`config.mk`:
```
export PLATFORM = sky130hd
export DESIGN_NAME = pic_ctrl
export DESIGN_NICKNAME = d
export VERILOG_FILES = /design/src/hw/pic_pkg.sv /design/src/hw/pic_ctrl.sv /design/src/hw/pic_pick.sv
export SDC_FILE = /design/constraint.sdc
export NUM_CORES = 1
export LEC_CHECK = 0
export BUFFER_PORTS_ARGS = -buffer_cell sky130_fd_sc_hd__buf_4
export CAP_MARGIN = 10
export CORE_MARGIN = 2
export CORE_UTILIZATION = 53
export DETAILED_ROUTE_END_ITERATION = 12
export PLACE_DENSITY = 0.88
export SYNTH_ARGS = -nofsm -noshare
export SYNTH_HDL_FRONTEND = slang
export SYNTH_SLANG_ARGS = --single-unit
```
`constraint.sdc`:
```
create_clock -name clock -period 3.46 [get_ports clock]
set_input_delay 0.692 -clock clock [delete_from_list [all_inputs] [get_ports clock]]
set_output_delay 0.692 -clock clock [all_outputs]
set_load 0.1 [all_outputs]
```
`src/hw/pic_pkg.sv`:
```
// Constants, state codes and shared functions of the interrupt controller
package pic_pkg;

  // ********************************************************
  // Timing counts in system clocks
  // ********************************************************
  localparam int unsigned CLK_HZ       = 10_000_000;  // System clock rate
  localparam int unsigned DETECT_CYC   = 1;           // Request sampling stage
  localparam int unsigned CALL_CYC     = 4;           // Long call into the handler
  localparam int unsigned RET_CYC      = 5;           // Return instruction length
  localparam int unsigned DIV_CYC      = 8;           // Longest instruction length
  localparam int unsigned RESP_MIN_CYC = DETECT_CYC + CALL_CYC;
  localparam int unsigned RESP_MAX_CYC = DETECT_CYC + RET_CYC + DIV_CYC + CALL_CYC;

  // ********************************************************
  // Register indices; byte address is four times the index
  // ********************************************************
  localparam int unsigned ADDR_W    = 10;     // Avalon byte address width
  localparam logic [7:0]  IDX_EN_PRI   = 8'hA8;  // irq_enable_primary
  localparam logic [7:0]  IDX_PRIO_PRI = 8'hB8;  // irq_priority_primary
  localparam logic [7:0]  IDX_EIE   = 8'hE6;  // irq_enable_extended
  localparam logic [7:0]  IDX_EIP   = 8'hF6;  // irq_priority_extended
  localparam logic [7:0]  IDX_STAT  = 8'hF7;  // irq_status (read only)

  // ********************************************************
  // Reset values, fixed bits and field positions
  // ********************************************************
  localparam logic [7:0]  EN_PRI_RST   = 8'h00;  // Enables cleared
  localparam logic [7:0]  PRIO_PRI_RST = 8'h80;  // Top bit reads one
  localparam logic [7:0]  EIE_RST    = 8'h00;  // Extended enables cleared
  localparam logic [7:0]  EIP_RST    = 8'h00;  // Extended priorities low
  localparam logic [7:0]  PRIO_ONE   = 8'h80;  // Always-one bit
  localparam logic [7:0]  EXT_RSV    = 8'h42;  // Reserved bits 6 and 1
  localparam int unsigned GLOBAL_BIT = 7;      // global_irq_enable position

  // ********************************************************
  // Sources, orders and vectors
  // ********************************************************
  localparam int unsigned NSRC     = 15;        // Arbitration orders 0..14
  localparam int unsigned ORD_W    = 4;         // Order index width
  localparam int unsigned VEC_W    = 16;        // Vector address width
  localparam logic [15:0] VEC_BASE = 16'h0003;  // Vector of order 0
  localparam logic [15:0] VEC_RST  = 16'h0000;  // Vector after reset
  localparam logic [3:0]  ORD_EXT0 = 4'h0;      // External line 0
  localparam logic [3:0]  ORD_TMR0 = 4'h1;      // Timer 0 overflow
  localparam logic [3:0]  ORD_EXT1 = 4'h2;      // External line 1
  localparam logic [3:0]  ORD_TMR1 = 4'h3;      // Timer 1 overflow

  // Dispatcher states, one-hot
  typedef enum logic [1:0] {
    ST_IDLE = 2'b01,
    ST_CALL = 2'b10
  } pic_state_e;

  // Vector address of an order, eight bytes apart
  function automatic logic [15:0] pic_vector(input logic [3:0] ord);
    return VEC_BASE + {9'h000, ord, 3'h0};
  endfunction : pic_vector

endpackage : pic_pkg

```
`src/hw/pic_ctrl.sv`:
```
// Prioritised interrupt controller with Avalon-MM register access
// Function
// - Sample and decode requests every clock
// - Fastest response: detect one, call four
// - After return, one instruction before call
// - Worst case eighteen clocks via core timing
// - Equal or higher service blocks new request
// - Fixed vectors eight bytes apart by order
// - Hardware clears external and timer0/1 flags
// - Global enable gates every source
// - Primary enable bits map seven sources
// - Primary priority bit 7 reads one
// - Priority bit matches enable bit source
// - Extended enable bit 6 reads zero
// - Extended enable bit 1 reads zero
// - Extended enable bits map six sources
// - Timer2 and comparator enables gate both flags
// - Converter enables gate window and done flags
// - High preempts low, high never preempted
// - Same level: lower order granted first
// - Flag still set after return re-requests
`timescale 1ns/1ns
`default_nettype none
module pic_ctrl
  import pic_pkg::*;
(
  input  wire logic               clock,                     // System clock
  input  wire logic               rst_n,                     // Async reset, low
  input  wire logic [ADDR_W-1:0]  address,                   // Avalon byte address
  input  wire logic               read,                      // Avalon read
  input  wire logic               write,                     // Avalon write
  input  wire logic [31:0]        writedata,                 // Avalon write data
  output logic      [31:0]        readdata,                  // Avalon read data
  output logic                    waitrequest,               // Avalon stall
  input  wire logic               instr_done,                // Core instruction boundary
  input  wire logic               ret_done,                  // Boundary is a return
  output logic                    irq_call,                  // Long call in progress
  output logic      [VEC_W-1:0]   irq_vector,                // Handler address
  output logic                    ext_line0_clear,           // Hardware flag clear
  output logic                    timer0_clear,              // Hardware flag clear
  output logic                    ext_line1_clear,           // Hardware flag clear
  output logic                    timer1_clear,              // Hardware flag clear
  input  wire logic               ext_line0_pending,         // Order 0 flag
  input  wire logic               timer0_overflow_flag,      // Order 1 flag
  input  wire logic               ext_line1_pending,         // Order 2 flag
  input  wire logic               timer1_overflow_flag,      // Order 3 flag
  input  wire logic               serial_port_rx_flag,       // Order 4 flag
  input  wire logic               serial_port_tx_flag,       // Order 4 flag
  input  wire logic               timer2_low_overflow_flag,  // Order 5 flag
  input  wire logic               timer2_high_overflow_flag, // Order 5 flag
  input  wire logic [3:0]         serial_periph_flags,       // Order 6 flags
  input  wire logic               serial_bus_flag,           // Order 7 flag
  input  wire logic               window_compare_flag,       // Order 9 flag
  input  wire logic               conversion_done_flag,      // Order 10 flag
  input  wire logic [3:0]         counter_array_flags,       // Order 11 flags
  input  wire logic               comparator_rise_flag,      // Order 12 flag
  input  wire logic               comparator_fall_flag,      // Order 12 flag
  input  wire logic               timer3_low_overflow_flag,  // Order 14 flag
  input  wire logic               timer3_high_overflow_flag  // Order 14 flag
);

  // ********************************************************
  // Registers and state
  // ********************************************************
  logic [7:0]        irq_enable_primary;     // Global plus seven enables
  logic [6:0]        irq_priority_primary;   // Stored priority bits 6..0
  logic [7:0]        irq_enable_extended;    // Extended enables
  logic [7:0]        irq_priority_extended;  // Extended priorities
  logic              bus_ack;                // Bus answer cycle
  logic [NSRC-1:0]   raw_req;                // Flags folded by source
  logic [NSRC-1:0]   src_en;                 // Enables by order
  logic [NSRC-1:0]   src_hi;                 // Priority by order
  logic [NSRC-1:0]   req_q;                  // Detected requests
  logic              global_irq_enable;      // Master enable
  logic              pick_found;             // Arbiter has a winner
  logic [ORD_W-1:0]  pick_order;             // Arbiter winner
  logic              pick_hi;                // Winner level
  logic              grant;                  // Start a long call
  pic_state_e        state;                  // Dispatcher state
  logic [1:0]        call_cnt;               // Long call cycle count
  logic              srv_lo;                 // Low-level handler running
  logic              srv_hi;                 // High-level handler running
  logic [ORD_W-1:0]  last_order;             // Last granted order
  logic [7:0]        reg_rd;                 // Selected read value

  // ********************************************************
  // Source folding and masking
  // ********************************************************
  assign global_irq_enable = irq_enable_primary[GLOBAL_BIT];

  // Several flags per source collapse into one request
  always_comb
  begin
    raw_req     = '0;
    raw_req[0]  = ext_line0_pending;
    raw_req[1]  = timer0_overflow_flag;
    raw_req[2]  = ext_line1_pending;
    raw_req[3]  = timer1_overflow_flag;
    raw_req[4]  = serial_port_rx_flag | serial_port_tx_flag;
    raw_req[5]  = timer2_low_overflow_flag | timer2_high_overflow_flag;
    raw_req[6]  = |serial_periph_flags;
    raw_req[7]  = serial_bus_flag;
    raw_req[9]  = window_compare_flag;
    raw_req[10] = conversion_done_flag;
    raw_req[11] = |counter_array_flags;
    raw_req[12] = comparator_rise_flag | comparator_fall_flag;
    raw_req[14] = timer3_low_overflow_flag | timer3_high_overflow_flag;
  end

  // Enable bits placed by order; orders 8 and 13 never request
  assign src_en = {irq_enable_extended[7], 1'b0,
                   irq_enable_extended[5:2], 1'b0,
                   irq_enable_extended[0],
                   irq_enable_primary[6:0]};

  // Priority bits follow the same placement as enables
  assign src_hi = {irq_priority_extended[7], 1'b0,
                   irq_priority_extended[5:2], 1'b0,
                   irq_priority_extended[0],
                   irq_priority_primary};

  // Detect stage: one clock to sample every request
  always_ff @(posedge clock or negedge rst_n)
  begin
    if (!rst_n)
      req_q <= '0;
    else if (global_irq_enable)
      req_q <= raw_req & src_en;
    else
      req_q <= '0;
  end

  // ********************************************************
  // Arbitration and dispatch
  // ********************************************************
  pic_pick u_pick (
    .req      (req_q),
    .prio_hi  (src_hi),
    .found    (pick_found),
    .order    (pick_order),
    .level_hi (pick_hi)
  );

  // Take a call at a plain boundary, never at the return's own
  assign grant = (state == ST_IDLE) && instr_done && !ret_done
                 && pick_found && !srv_hi
                 && (!srv_lo || pick_hi);

  // Dispatcher: four call cycles after a grant
  always_ff @(posedge clock or negedge rst_n)
  begin
    if (!rst_n)
    begin
      state    <= ST_IDLE;
      call_cnt <= 2'h0;
    end
    else
    begin
      case (state)
        ST_IDLE:
        begin
          if (grant)
          begin
            state    <= ST_CALL;
            call_cnt <= 2'h0;
          end
        end
        ST_CALL:
        begin
          // Last call cycle returns to idle
          if (call_cnt == 2'(CALL_CYC - 1))
            state <= ST_IDLE;
          call_cnt <= call_cnt + 2'h1;
        end
        default:
          state <= ST_IDLE;
      endcase
    end
  end

  assign irq_call = (state == ST_CALL);

  // Vector and order latched at the grant
  always_ff @(posedge clock or negedge rst_n)
  begin
    if (!rst_n)
    begin
      irq_vector <= VEC_RST;
      last_order <= '0;
    end
    else if (grant)
    begin
      irq_vector <= pic_vector(pick_order);
      last_order <= pick_order;
    end
  end

  // Hardware clear only for the four self-clearing sources
  always_ff @(posedge clock or negedge rst_n)
  begin
    if (!rst_n)
    begin
      ext_line0_clear <= 1'b0;
      timer0_clear    <= 1'b0;
      ext_line1_clear <= 1'b0;
      timer1_clear    <= 1'b0;
    end
    else
    begin
      ext_line0_clear <= grant && (pick_order == ORD_EXT0);
      timer0_clear    <= grant && (pick_order == ORD_TMR0);
      ext_line1_clear <= grant && (pick_order == ORD_EXT1);
      timer1_clear    <= grant && (pick_order == ORD_TMR1);
    end
  end

  // In-service levels: set on grant, innermost cleared on return
  always_ff @(posedge clock or negedge rst_n)
  begin
    if (!rst_n)
    begin
      srv_lo <= 1'b0;
      srv_hi <= 1'b0;
    end
    else if (grant)
    begin
      if (pick_hi)
        srv_hi <= 1'b1;
      else
        srv_lo <= 1'b1;
    end
    else if (ret_done && instr_done)
    begin
      if (srv_hi)
        srv_hi <= 1'b0;
      else
        srv_lo <= 1'b0;
    end
  end

  // ********************************************************
  // Avalon-MM slave: one wait cycle per access
  // ********************************************************
  assign waitrequest = (read || write) && !bus_ack;

  // Answer in the cycle after the request is seen
  always_ff @(posedge clock or negedge rst_n)
  begin
    if (!rst_n)
      bus_ack <= 1'b0;
    else
      bus_ack <= (read || write) && !bus_ack;
  end

  // Read decode; unmapped addresses read zero
  always_comb
  begin
    reg_rd = 8'h00;
    case (address)
      {IDX_EN_PRI,   2'b00}: reg_rd = irq_enable_primary;
      {IDX_PRIO_PRI, 2'b00}: reg_rd = PRIO_ONE | {1'b0, irq_priority_primary};
      {IDX_EIE,  2'b00}: reg_rd = irq_enable_extended & ~EXT_RSV;
      {IDX_EIP,  2'b00}: reg_rd = irq_priority_extended & ~EXT_RSV;
      {IDX_STAT, 2'b00}: reg_rd = {srv_hi, srv_lo, irq_call, 1'b0, last_order};
      default:           reg_rd = 8'h00;
    endcase
  end

  // Read data captured while waitrequest is high
  always_ff @(posedge clock or negedge rst_n)
  begin
    if (!rst_n)
      readdata <= 32'h0000_0000;
    else if (read && !bus_ack)
      readdata <= {24'h00_0000, reg_rd};
  end

  // Writes land at the edge where waitrequest is low
  always_ff @(posedge clock or negedge rst_n)
  begin
    if (!rst_n)
    begin
      irq_enable_primary    <= EN_PRI_RST;
      irq_priority_primary  <= PRIO_PRI_RST[6:0];
      irq_enable_extended   <= EIE_RST;
      irq_priority_extended <= EIP_RST;
    end
    else if (write && bus_ack)
    begin
      case (address)
        {IDX_EN_PRI,   2'b00}: irq_enable_primary    <= writedata[7:0];
        {IDX_PRIO_PRI, 2'b00}: irq_priority_primary  <= writedata[6:0];
        {IDX_EIE, 2'b00}: irq_enable_extended   <= writedata[7:0] & ~EXT_RSV;
        {IDX_EIP, 2'b00}: irq_priority_extended <= writedata[7:0] & ~EXT_RSV;
        default:          ;
      endcase
    end
  end

  logic [NSRC-1:0] past_raw;  // Helper: previous gated flags
  always_ff @(posedge clock or negedge rst_n)
  begin
    if (!rst_n)
      past_raw <= '0;
    else
      past_raw <= global_irq_enable ? (raw_req & src_en) : '0;
  end
endmodule : pic_ctrl
`default_nettype wire

```
`src/hw/pic_pick.sv`:
```
// Two-level fixed-order arbiter of the interrupt controller
`timescale 1ns/1ns
`default_nettype none
module pic_pick
  import pic_pkg::*;
(
  input  wire logic [NSRC-1:0]  req,       // Qualified requests by order
  input  wire logic [NSRC-1:0]  prio_hi,   // High level select by order
  output logic                  found,     // Some request present
  output logic [ORD_W-1:0]      order,     // Winning order
  output logic                  level_hi   // Winner is high level
);

  // ********************************************************
  // Lowest set order, with a found flag on top
  // ********************************************************
  function automatic logic [ORD_W:0] pic_first(input logic [NSRC-1:0] v);
    logic [ORD_W:0] r;
    r = '0;
    for (int i = NSRC - 1; i >= 0; i--)
    begin
      if (v[i])
        r = {1'b1, ORD_W'(i)};
    end
    return r;
  endfunction : pic_first

  logic [ORD_W:0] hi_pick;  // Best high-level request
  logic [ORD_W:0] lo_pick;  // Best low-level request

  // High level first, then fixed order within a level
  always_comb
  begin
    hi_pick = pic_first(req & prio_hi);
    lo_pick = pic_first(req & ~prio_hi);
    if (hi_pick[ORD_W])
    begin
      found    = 1'b1;
      order    = hi_pick[ORD_W-1:0];
      level_hi = 1'b1;
    end
    else
    begin
      found    = lo_pick[ORD_W];
      order    = lo_pick[ORD_W-1:0];
      level_hi = 1'b0;
    end
  end

endmodule : pic_pick
`default_nettype wire

```
# Word-level counts from Yosys, hierarchy flattened
# Index checks and enable logic that the tools add are counted.
[word_totals]
in_bits = 71
ff_bits = 81
word_cells = 122
[op_classes]
n_reduce_logical = 32
n_mux = 47
n_eq_ne = 16
addsub = 2
bitwise_logic = 8
[op_table]
columns = ["cell", "count"]
rows = [
  ["$mux 5", 30],
  ["$eq 10x10->1 const B", 5],
  ["$and 15x15->15", 3],
  ["$pmux 8 s5", 1],
  ["$mux 15", 1],
  ["$not 15->15", 1],
  ["$reduce_and 2->1", 7],
  ["$logic_and 1x1->1", 13],
  ["$mux 1", 9],
  ["$add 2x7->8 const A", 1],
  ["$eq 4x2->1 const B", 2],
  ["$ne 2x2->1 const B", 4],
  ["$pmux 2 s2", 2],
  ["$reduce_or 4->1", 2],
  ["$mux 2", 3],
  ["$eq 2x2->1 const B", 2],
  ["$eq 4x1->1 const B", 1],
  ["$logic_not 1->1", 4],
  ["$logic_not 4->1", 1],
  ["$mux 4", 1],
  ["$or 1x1->1", 4],
  ["$reduce_bool 2->1", 2],
  ["$reduce_and 3->1", 1],
  ["$add 2x1->2 const B", 1],
  ["3 further kinds", 4],
]

# Logic depth before layout (Yosys ltp)
# Gate-level depths: netlist (run 1).
[depth]
depth_word = 23
depth_mapped = 6
mapped_depth_nobuf = 6

# Cells and area by module
# From an unflattened synthesis (run 1), not the netlist that was laid out.
[unflattened]
cells_unflattened = 340
hier_area_um2 = 3608.5
[modules_own_cells]
columns = ["module", "n_inst", "area_each_um2", "seq_area_each_um2", "cells_each"]
rows = [
  ["pic_ctrl", 1, 3052.9, 1602.8, 261],
  ["pic_pick", 1, 555.5, 0.0, 79],
]

# Worst setup path after synthesis (run 1)
# Ideal clock, no wire load.
[synth_timing]
path_type = "input to output"
from = "in write"
to = "out waitrequest"
n_path_buf = 0
cell_stages = 2
required_ps = 2768
path_slack_ps = 764
t_arrival_ps = 2004
path_cell_list = "nor2_1 -> nor2_1"
[synth_between]
elab_chain_cells = 2
[synth_rtl]
columns = ["item", "line_no", "rtl"]
rows = [
  ["start, declared", "pic_ctrl.sv:31", "input wire logic write,"],
  ["$logic_or 1x1->1", "pic_ctrl.sv:244", "assign waitrequest = (read || write) && !bus_ack;"],
  ["$logic_and 1x1->1", "pic_ctrl.sv:244", ""],
  ["end, declared", "pic_ctrl.sv:34", "output logic waitrequest,"],
]
# No other way between the ends.

# Worst setup path after layout (run 1)
[layout_timing]
from = "in address[2]"
to = "reg irq_enable_extended[2]"
[layout_between]
elab_chain_cells = 2
[layout_rtl]
columns = ["item", "line_no", "rtl"]
rows = [
  ["start, declared", "pic_ctrl.sv:29", "input wire logic [ADDR_W-1:0] address,"],
  ["$eq 10x10->1", "pic_ctrl.sv:290", "case (address)"],
  ["$reduce_and 2->1 (no line)", "-", ""],
  ["end signal, assigned", "pic_ctrl.sv:293", "{IDX_EIE, 2'b00}: irq_enable_extended <= writedata[7:0] & ~EXT_RSV;"],
  ["end, declared", "pic_ctrl.sv:67", "logic [7:0] irq_enable_extended;"],
]
# No other way between the ends.
# A chain may end at the register's enable or synchronous reset.

==> impl_metrics.yaml, run 1 <==
cells_and_area:
  multi_input_area_mm2: 0.00161
  drive_above_1_share: 0.291
  num-nets-final: 456
  stdcell_area_mm2: 0.00402
  regArea_mm2: 0.00160
  final_cells: 465
  layout_common_cells: "buf_4, dfrtp_1, conb_1"
  num_antenna_cells: 0
  num-fill-cells: 487
  final_common_cell: "buf_4"
  syn_to_final_growth_pct: 18.5
sta:
  timing.slew.headroom: 0.485
  setup_viol: 0
  slew_viol_final: 0
  finalSetupTns_ns: 0
  worstMarginPinSlew_ns: 0.773
  clock_skew_ns: 0.00509
  max_freq_mhz: 410
  finalHoldViolCount: 0
  rsz0062_at_grt: "false"
  fin_crit_sh: 0.705
  min_period_ns: 2.44
setup_path:
  start_kind: "input port"
  crit_start: "address[2]"
  cp_cell_sequence: "buf_4, nor3_1, nand3b_1, nor3_2, nand3_1, mux2_2"
  path_class: "input port to flop"
  critPathMaxFanout: 7
  critPathTopFamily: "simple AND/OR/NAND/NOR gates"
  r2r_end: "last_order[0]$_DFFE_PN0P_"
  cp-end-kind: "flop"
  r2r_cells: 6
  rrSetupSlack_ns: 1.38
  crit_path_max_incr_delay_ns: 0.49
  endpoint: "irq_enable_extended[2]$_DFFE_PN0P_"
  cpMaxStageDelayCell: "nor3_2"
  path_depth: 6
  worst-path-buf-inv: 1
  worst_r2r_startpoint: "irq_priority_primary[1]$_DFFE_PN0P_"
  arrival_ns: 2.67
  worst_ep_required_time_ns: 3.69
clocking:
  clock_sinks: 64
  cts_tree: "yes"
  cts_root_buf: "clkbuf_8"
  cts.htree.levels: 3
  cts_setup_buffers: 0
  cts-buffers-inserted: 9
  ctsResizeCount: 0
  cts_hold_buf: 0
  clkTransAtPathRegs_ns: 0.06
  cts_buffer_depth: 2
  worstSkewPairLatency_ns: 0.35
detailed_routing:
  wl_per_cell_um: 17.3
  vias: 2740
  drt-pass1-iter-count: 5
  drc: 0
  via_per_inst: 5.89
  wirelength_um: 8040
  ant_nets: 0
  drt_iter0_markers: 234
power:
  seq_power_share: 0.466
  clock_power_share: 0.360
  p_switching_mw: 0.519
  vdd_ir_drop_max_v: 0.000270
  leakage_nw: 2.10
  swShare: 0.317
  p_per_area_mw_per_mm2: 407
  combinationalPowerShare: 0.174
  intPower_mw: 1.12
global_route:
  antenna_found_initial: 0
  grt_pass1_vias: 2720
  grt_use_total: 0.238
  grt_pass1_wl_um: 13100
  grt_max_degree: 65
  gr-total-overflow: 0
placement:
  dp_hpwl_um: 5990
  dp.cells: 450
  io_buffers: 66
  dpl_cell_area_mm2: 0.00384
  routabilityCongestion: 0.903
logic_synthesis:
  yosys_register_bits: 64
  async_flop_share: 1.00
  synthCells: 311
  synth_cell_types: 56
  yosys-top-cells-area: "dfrtp_1, buf_4, mux2_2, mux2_1, nand2b_1"
  syn-cell-area_mm2: 0.00340
  ys.flop_type: "dfrtp_1"
  synth_top_area_frac: 0.464
  yosys_warnings: 0
  synth_edf_count: 0
  synth_area_per_cell_um2: 10.9
  synth_top_area_cell: "dfrtp_1"
  ys_seq_area_frac: 0.472
floorplanning:
  die_y_um: 84.0
  design.core.area_mm2: 0.00628
  die-area_mm2: 0.00706
  num_io_pins: 125
  std_cell_rows: 29
  fp.dieW_um: 84.0
  initial_core_util: 0.541
job:
  drv_cap: 0
status:
  status: "finished, final reports clean"
min_path:
  hold_path_class: "input port to async pin"
==> metal layers <==
layer,routed length [um],vias to the layer above,global-route usage
met5,0,-,0
met4,237,0,0.122
met3,715,27,0.0643
met2,3910,178,0.372
met1,3180,1312,0.303
li1,-,1223,-
==> flip-flops by register name, indices dropped and copies added, names as in the netlist, 2 cells and up <==
register / count
irq_priority_primary: 7
last_order: 4
irq_priority_extended: 6
irq_enable_primary: 8
readdata: 8
req_q: 13
state: 2
call_cnt: 2
irq_enable_extended: 6
==> worst min-delay path by stage <==
stage,slack [ns],startpoint,end,depth (start not counted)
floorplan,0.40,rst_n,bus_ack$_DFF_PN0_,0
global placement,0.47,readdata[5]$_DFFE_PN0P_,readdata[5]$_DFFE_PN0P_,1
detailed placement,0.47,readdata[3]$_DFFE_PN0P_,readdata[3]$_DFFE_PN0P_,1
CTS,0.44,rst_n,readdata[7]$_DFFE_PN0P_,1
global route,0.49,rst_n,readdata[0]$_DFFE_PN0P_,1
finish,0.42,rst_n,readdata[7]$_DFFE_PN0P_,1
==> cells by family after synthesis <==
family | share of synthesized area
adders and majority gates | 0.00368
AOI/OAI and AO/OA | 0.154
DFF | 0.472
buffers and inverters | 0.0917
and+or+nand+nor | 0.182
other | 0.00110
muxes | 0.0958
==> per-stage QoR <==
stage / total power, mW / hold WS (ns) / util / worst slack [ns]
after floorplan: 1.02 / 0.396 / - / 0.764
after global placement: 1.06 / 0.467 / 0.612 / 0.841
after detailed placement: 1.06 / 0.468 / 0.612 / 0.742
after CTS: 1.65 / 0.443 / 0.641 / 1.07
after global routing: 1.70 / 0.491 / 0.641 / 1.04
final: 1.64 / 0.419 / 0.641 / 1.02
==> cells in the mapped netlist, types with 2 or more instances <==
master,number
nor3_2,2
nand2_1,26
nand4bb_1,2
o21ai_0,6
a222oi_1,8
nor3b_1,2
a22oi_1,10
and3_1,10
inv_1,7
nor4_4,3
buf_4,37
nand4_1,2
o21ai_1,7
nand2b_1,17
nor3_1,2
a21oi_1,13
nor4_1,2
dfrtp_1,63
a22o_1,3
a21o_1,5
nor2b_1,2
mux2_2,18
mux2_1,10
nor2_1,9
clkbuf_1,2
nand3_1,7
a31oi_1,2
o211a_1,4
o211ai_1,3
==> final cells by class <==
cell class,instances,share of cell area
Clock buffer,13,0.0420
Sequential cell,64,0.398
Multi-Input combinational cell,234,0.399
Clock inverter,2,0.00342
Timing Repair Buffer,68,0.127
Tap cell,77,0.0239
Inverter,7,0.00653
==> power groups by stage <==
stage / clock network, mW / logic (mW) / registers (mW)
6_report: 0.589 / 0.285 / 0.764
5_1_grt: 0.640 / 0.297 / 0.765
3_5_place_dp: 0 / 0.285 / 0.778
2_1_floorplan: 0 / 0.227 / 0.791
4_1_cts: 0.602 / 0.285 / 0.764
3_3_place_gp: 0 / 0.282 / 0.777
Power figures use the tool's default switching activity.
==> inputs of run 2 (changes only) <==
--- a/config.mk
+++ b/config.mk
@@ -8,9 +8,9 @@
 export BUFFER_PORTS_ARGS = -buffer_cell sky130_fd_sc_hd__buf_4
 export CAP_MARGIN = 10
 export CORE_MARGIN = 2
-export CORE_UTILIZATION = 53
+export CORE_UTILIZATION = 50
 export DETAILED_ROUTE_END_ITERATION = 12
-export PLACE_DENSITY = 0.88
+export PLACE_DENSITY = 0.84
 export SYNTH_ARGS = -nofsm -noshare
 export SYNTH_HDL_FRONTEND = slang
 export SYNTH_SLANG_ARGS = --single-unit
==> constraint.sdc (replaced) <==
create_clock -name clock -period 2.3 [get_ports clock]
set_input_delay 0.46 -clock clock [delete_from_list [all_inputs] [get_ports clock]]
set_output_delay 0.46 -clock clock [all_outputs]
set_load 0.1 [all_outputs]
==> run 2 against run 1 <==
Net effect:
- final cell count up 2.2%
- combinational power up 52%
- total power increased by 55%
- largest power group unchanged
- core utilization fell by 2.8 points
- sequential share of layout area is 0.72 points lower
- via count fell by 2.2%
- largest cell class unchanged
- clock skew grew 0.0042 ns
- die area up 5.7%
- wire length fell by 0.63%
==> impl_metrics.yaml, run 2 (synthesis results as in run 1) <==
status:
  status: "finished, final reports clean"
global_route:
  grt_use_total: 0.219
  grt_pass1_wl_um: 12500
  gr-total-overflow: 0
  grt_pass1_vias: 2645
  antenna_found_initial: 0
  grt_max_degree: 65
power:
  clock_power_share: 0.377
  finalPower_mw: 2.54
  intPower_mw: 1.71
  leakage_nw: 2.13
  seq_power_share: 0.452
  swShare: 0.326
  p_per_area_mw_per_mm2: 620
  combinationalPowerShare: 0.170
  vdd_ir_drop_max_v: 0.000412
  p_switching_mw: 0.828
floorplanning:
  std_cell_rows: 30
  num_io_pins: 125
  design.core.area_mm2: 0.00668
  die_y_um: 86.4
  fp.dieW_um: 86.4
  die-area_mm2: 0.00747
  initial_core_util: 0.508
sta:
  max_freq_mhz: 475
  min_period_ns: 2.11
  fin_crit_sh: 0.915
  timing.slew.headroom: 0.474
  rsz0062_at_grt: "false"
  clock_skew_ns: 0.00932
  worstMarginPinSlew_ns: 0.788
  setup_viol: 0
  finalSetupTns_ns: 0
  finalHoldViolCount: 0
  slew_viol_final: 0
  worst_hold_slack_ns: 0.179
job:
  drv_cap: 0
cells_and_area:
  regMostFlops: "req_q"
  final_util: 0.613
  multi_input_area_mm2: 0.00161
  syn_to_final_growth_pct: 20.7
  num_antenna_cells: 0
  layout_common_cells: "buf_4, dfrtp_1, conb_1"
  top_regs: "req_q x13, irq_enable_primary x8, readdata x8"
  stdcell_area_mm2: 0.00410
  regArea_mm2: 0.00160
  num-fill-cells: 541
  final_common_cell: "buf_4"
  num-nets-final: 462
  drive_above_1_share: 0.306
  largest_register_ffs: 13
clocking:
  cts_tree: "yes"
  cts.htree.levels: 3
  clock_sinks: 64
  cts_hold_buf: 0
  clkTransAtPathRegs_ns: 0.07
  cts-buffers-inserted: 9
  cts_buffer_depth: 2
  ctsResizeCount: 0
  cts_setup_buffers: 0
  cts_root_buf: "clkbuf_8"
  worstSkewPairLatency_ns: 0.35
detailed_routing:
  drt_iter0_markers: 156
  wl_met2_um: 3970
  vias: 2680
  drt-pass1-iter-count: 5
  wl_met3_um: 658
  topRoutingLayerUsed: "met4"
  wirelength_um: 7990
  met1_length_um: 3210
  via_per_inst: 5.64
  wl_per_cell_um: 16.8
  ant_nets: 0
  drc: 0
setup_path:
  critPathMaxFanout: 5
  worst_ep_required_time_ns: 2.53
  start_kind: "flop"
  arrival_ns: 2.34
  cp_cell_sequence: "a22oi_1, nand4_1, or2_1, o21a_1, o211ai_2, and3b_1"
  crit_path_max_incr_delay_ns: 0.43
  cpMaxStageDelayCell: "dfrtp_1"
  path_class: "flop to flop"
  cp-end-kind: "flop"
placement:
  dp_hpwl_um: 6020
  routabilityCongestion: 0.936
  io_buffers: 66
  dpl_cell_area_mm2: 0.00390
min_path:
  hold_path_class: "input port to async pin"
[run 2: cell count changes in the layout (fill, tap and decap cells not counted), sizes merged]
cell,before,now
buf,68,74
clkbuf,13,9
clkinvlp,0,3
bufinv,0,1
inv,7,8
[run 2: path summary, 6_finish.rpt]
check | startpoint | endpoint | slack [ns] | depth (start not counted)
min in group clock | instr_done | srv_hi$_DFFE_PN0P_ | 0.31 | 2
max | irq_priority_primary[1]$_DFFE_PN0P_ | timer1_clear$_DFF_PN0_ | 0.19 | 6
min reg2reg | irq_vector[1]$_DFFE_PN0P_ | irq_vector[1]$_DFFE_PN0P_ | 0.50 | 1
max reg2reg | irq_priority_primary[1]$_DFFE_PN0P_ | timer1_clear$_DFF_PN0_ | 0.19 | 6
max in group asynchronous | rst_n | req_q[3]$_DFF_PN0_ | 1.58 | 1
min | rst_n | bus_ack$_DFF_PN0_ | 0.18 | 1
[run 2: power by group through the flow]
stage	Sequential, mW	Clock [mW]	Combinational, mW
global placement	1.17	0	0.428
floorplan	1.19	0	0.341
detailed placement	1.17	0	0.432
finish	1.15	0.958	0.433
CTS	1.15	0.982	0.433
global route	1.15	1.03	0.451
[run 2: layout make-up]
class / instances / area share
clock buffer: 9 / 0.0302
clock inverter: 7 / 0.0174
inverter: 7 / 0.00641
multi-input combinational: 234 / 0.392
sequential: 64 / 0.391
tap: 80 / 0.0244
timing repair buffer: 74 / 0.139
[run 2: layer usage]
layer | vias up | track usage
met3 | 12 | 0.0686
met4 | 0 | 0.105
met5 | - | 0
li1 | 1243 | -
met2 | 132 | 0.364
met1 | 1293 | 0.258
[run 2: stage by stage]
| step | std cells | setup WS (ns) |
|---|---|---|
| after floorplan | 344 | 0.0684 |
| after global placement | 459 | 0.179 |
| after detailed placement | 459 | 0.0747 |
| after CTS | 475 | 0.210 |
| after global routing | 475 | 0.0647 |
| final | 475 | 0.195 |
[run 2: worst max-delay path, delay by kind of cell, from the launching register on]
kind,cells,cell delay (ns)
AO/OA/AOI/OAI,3,0.77
flip-flops,1,0.43
AND/OR/NAND/NOR,3,0.80
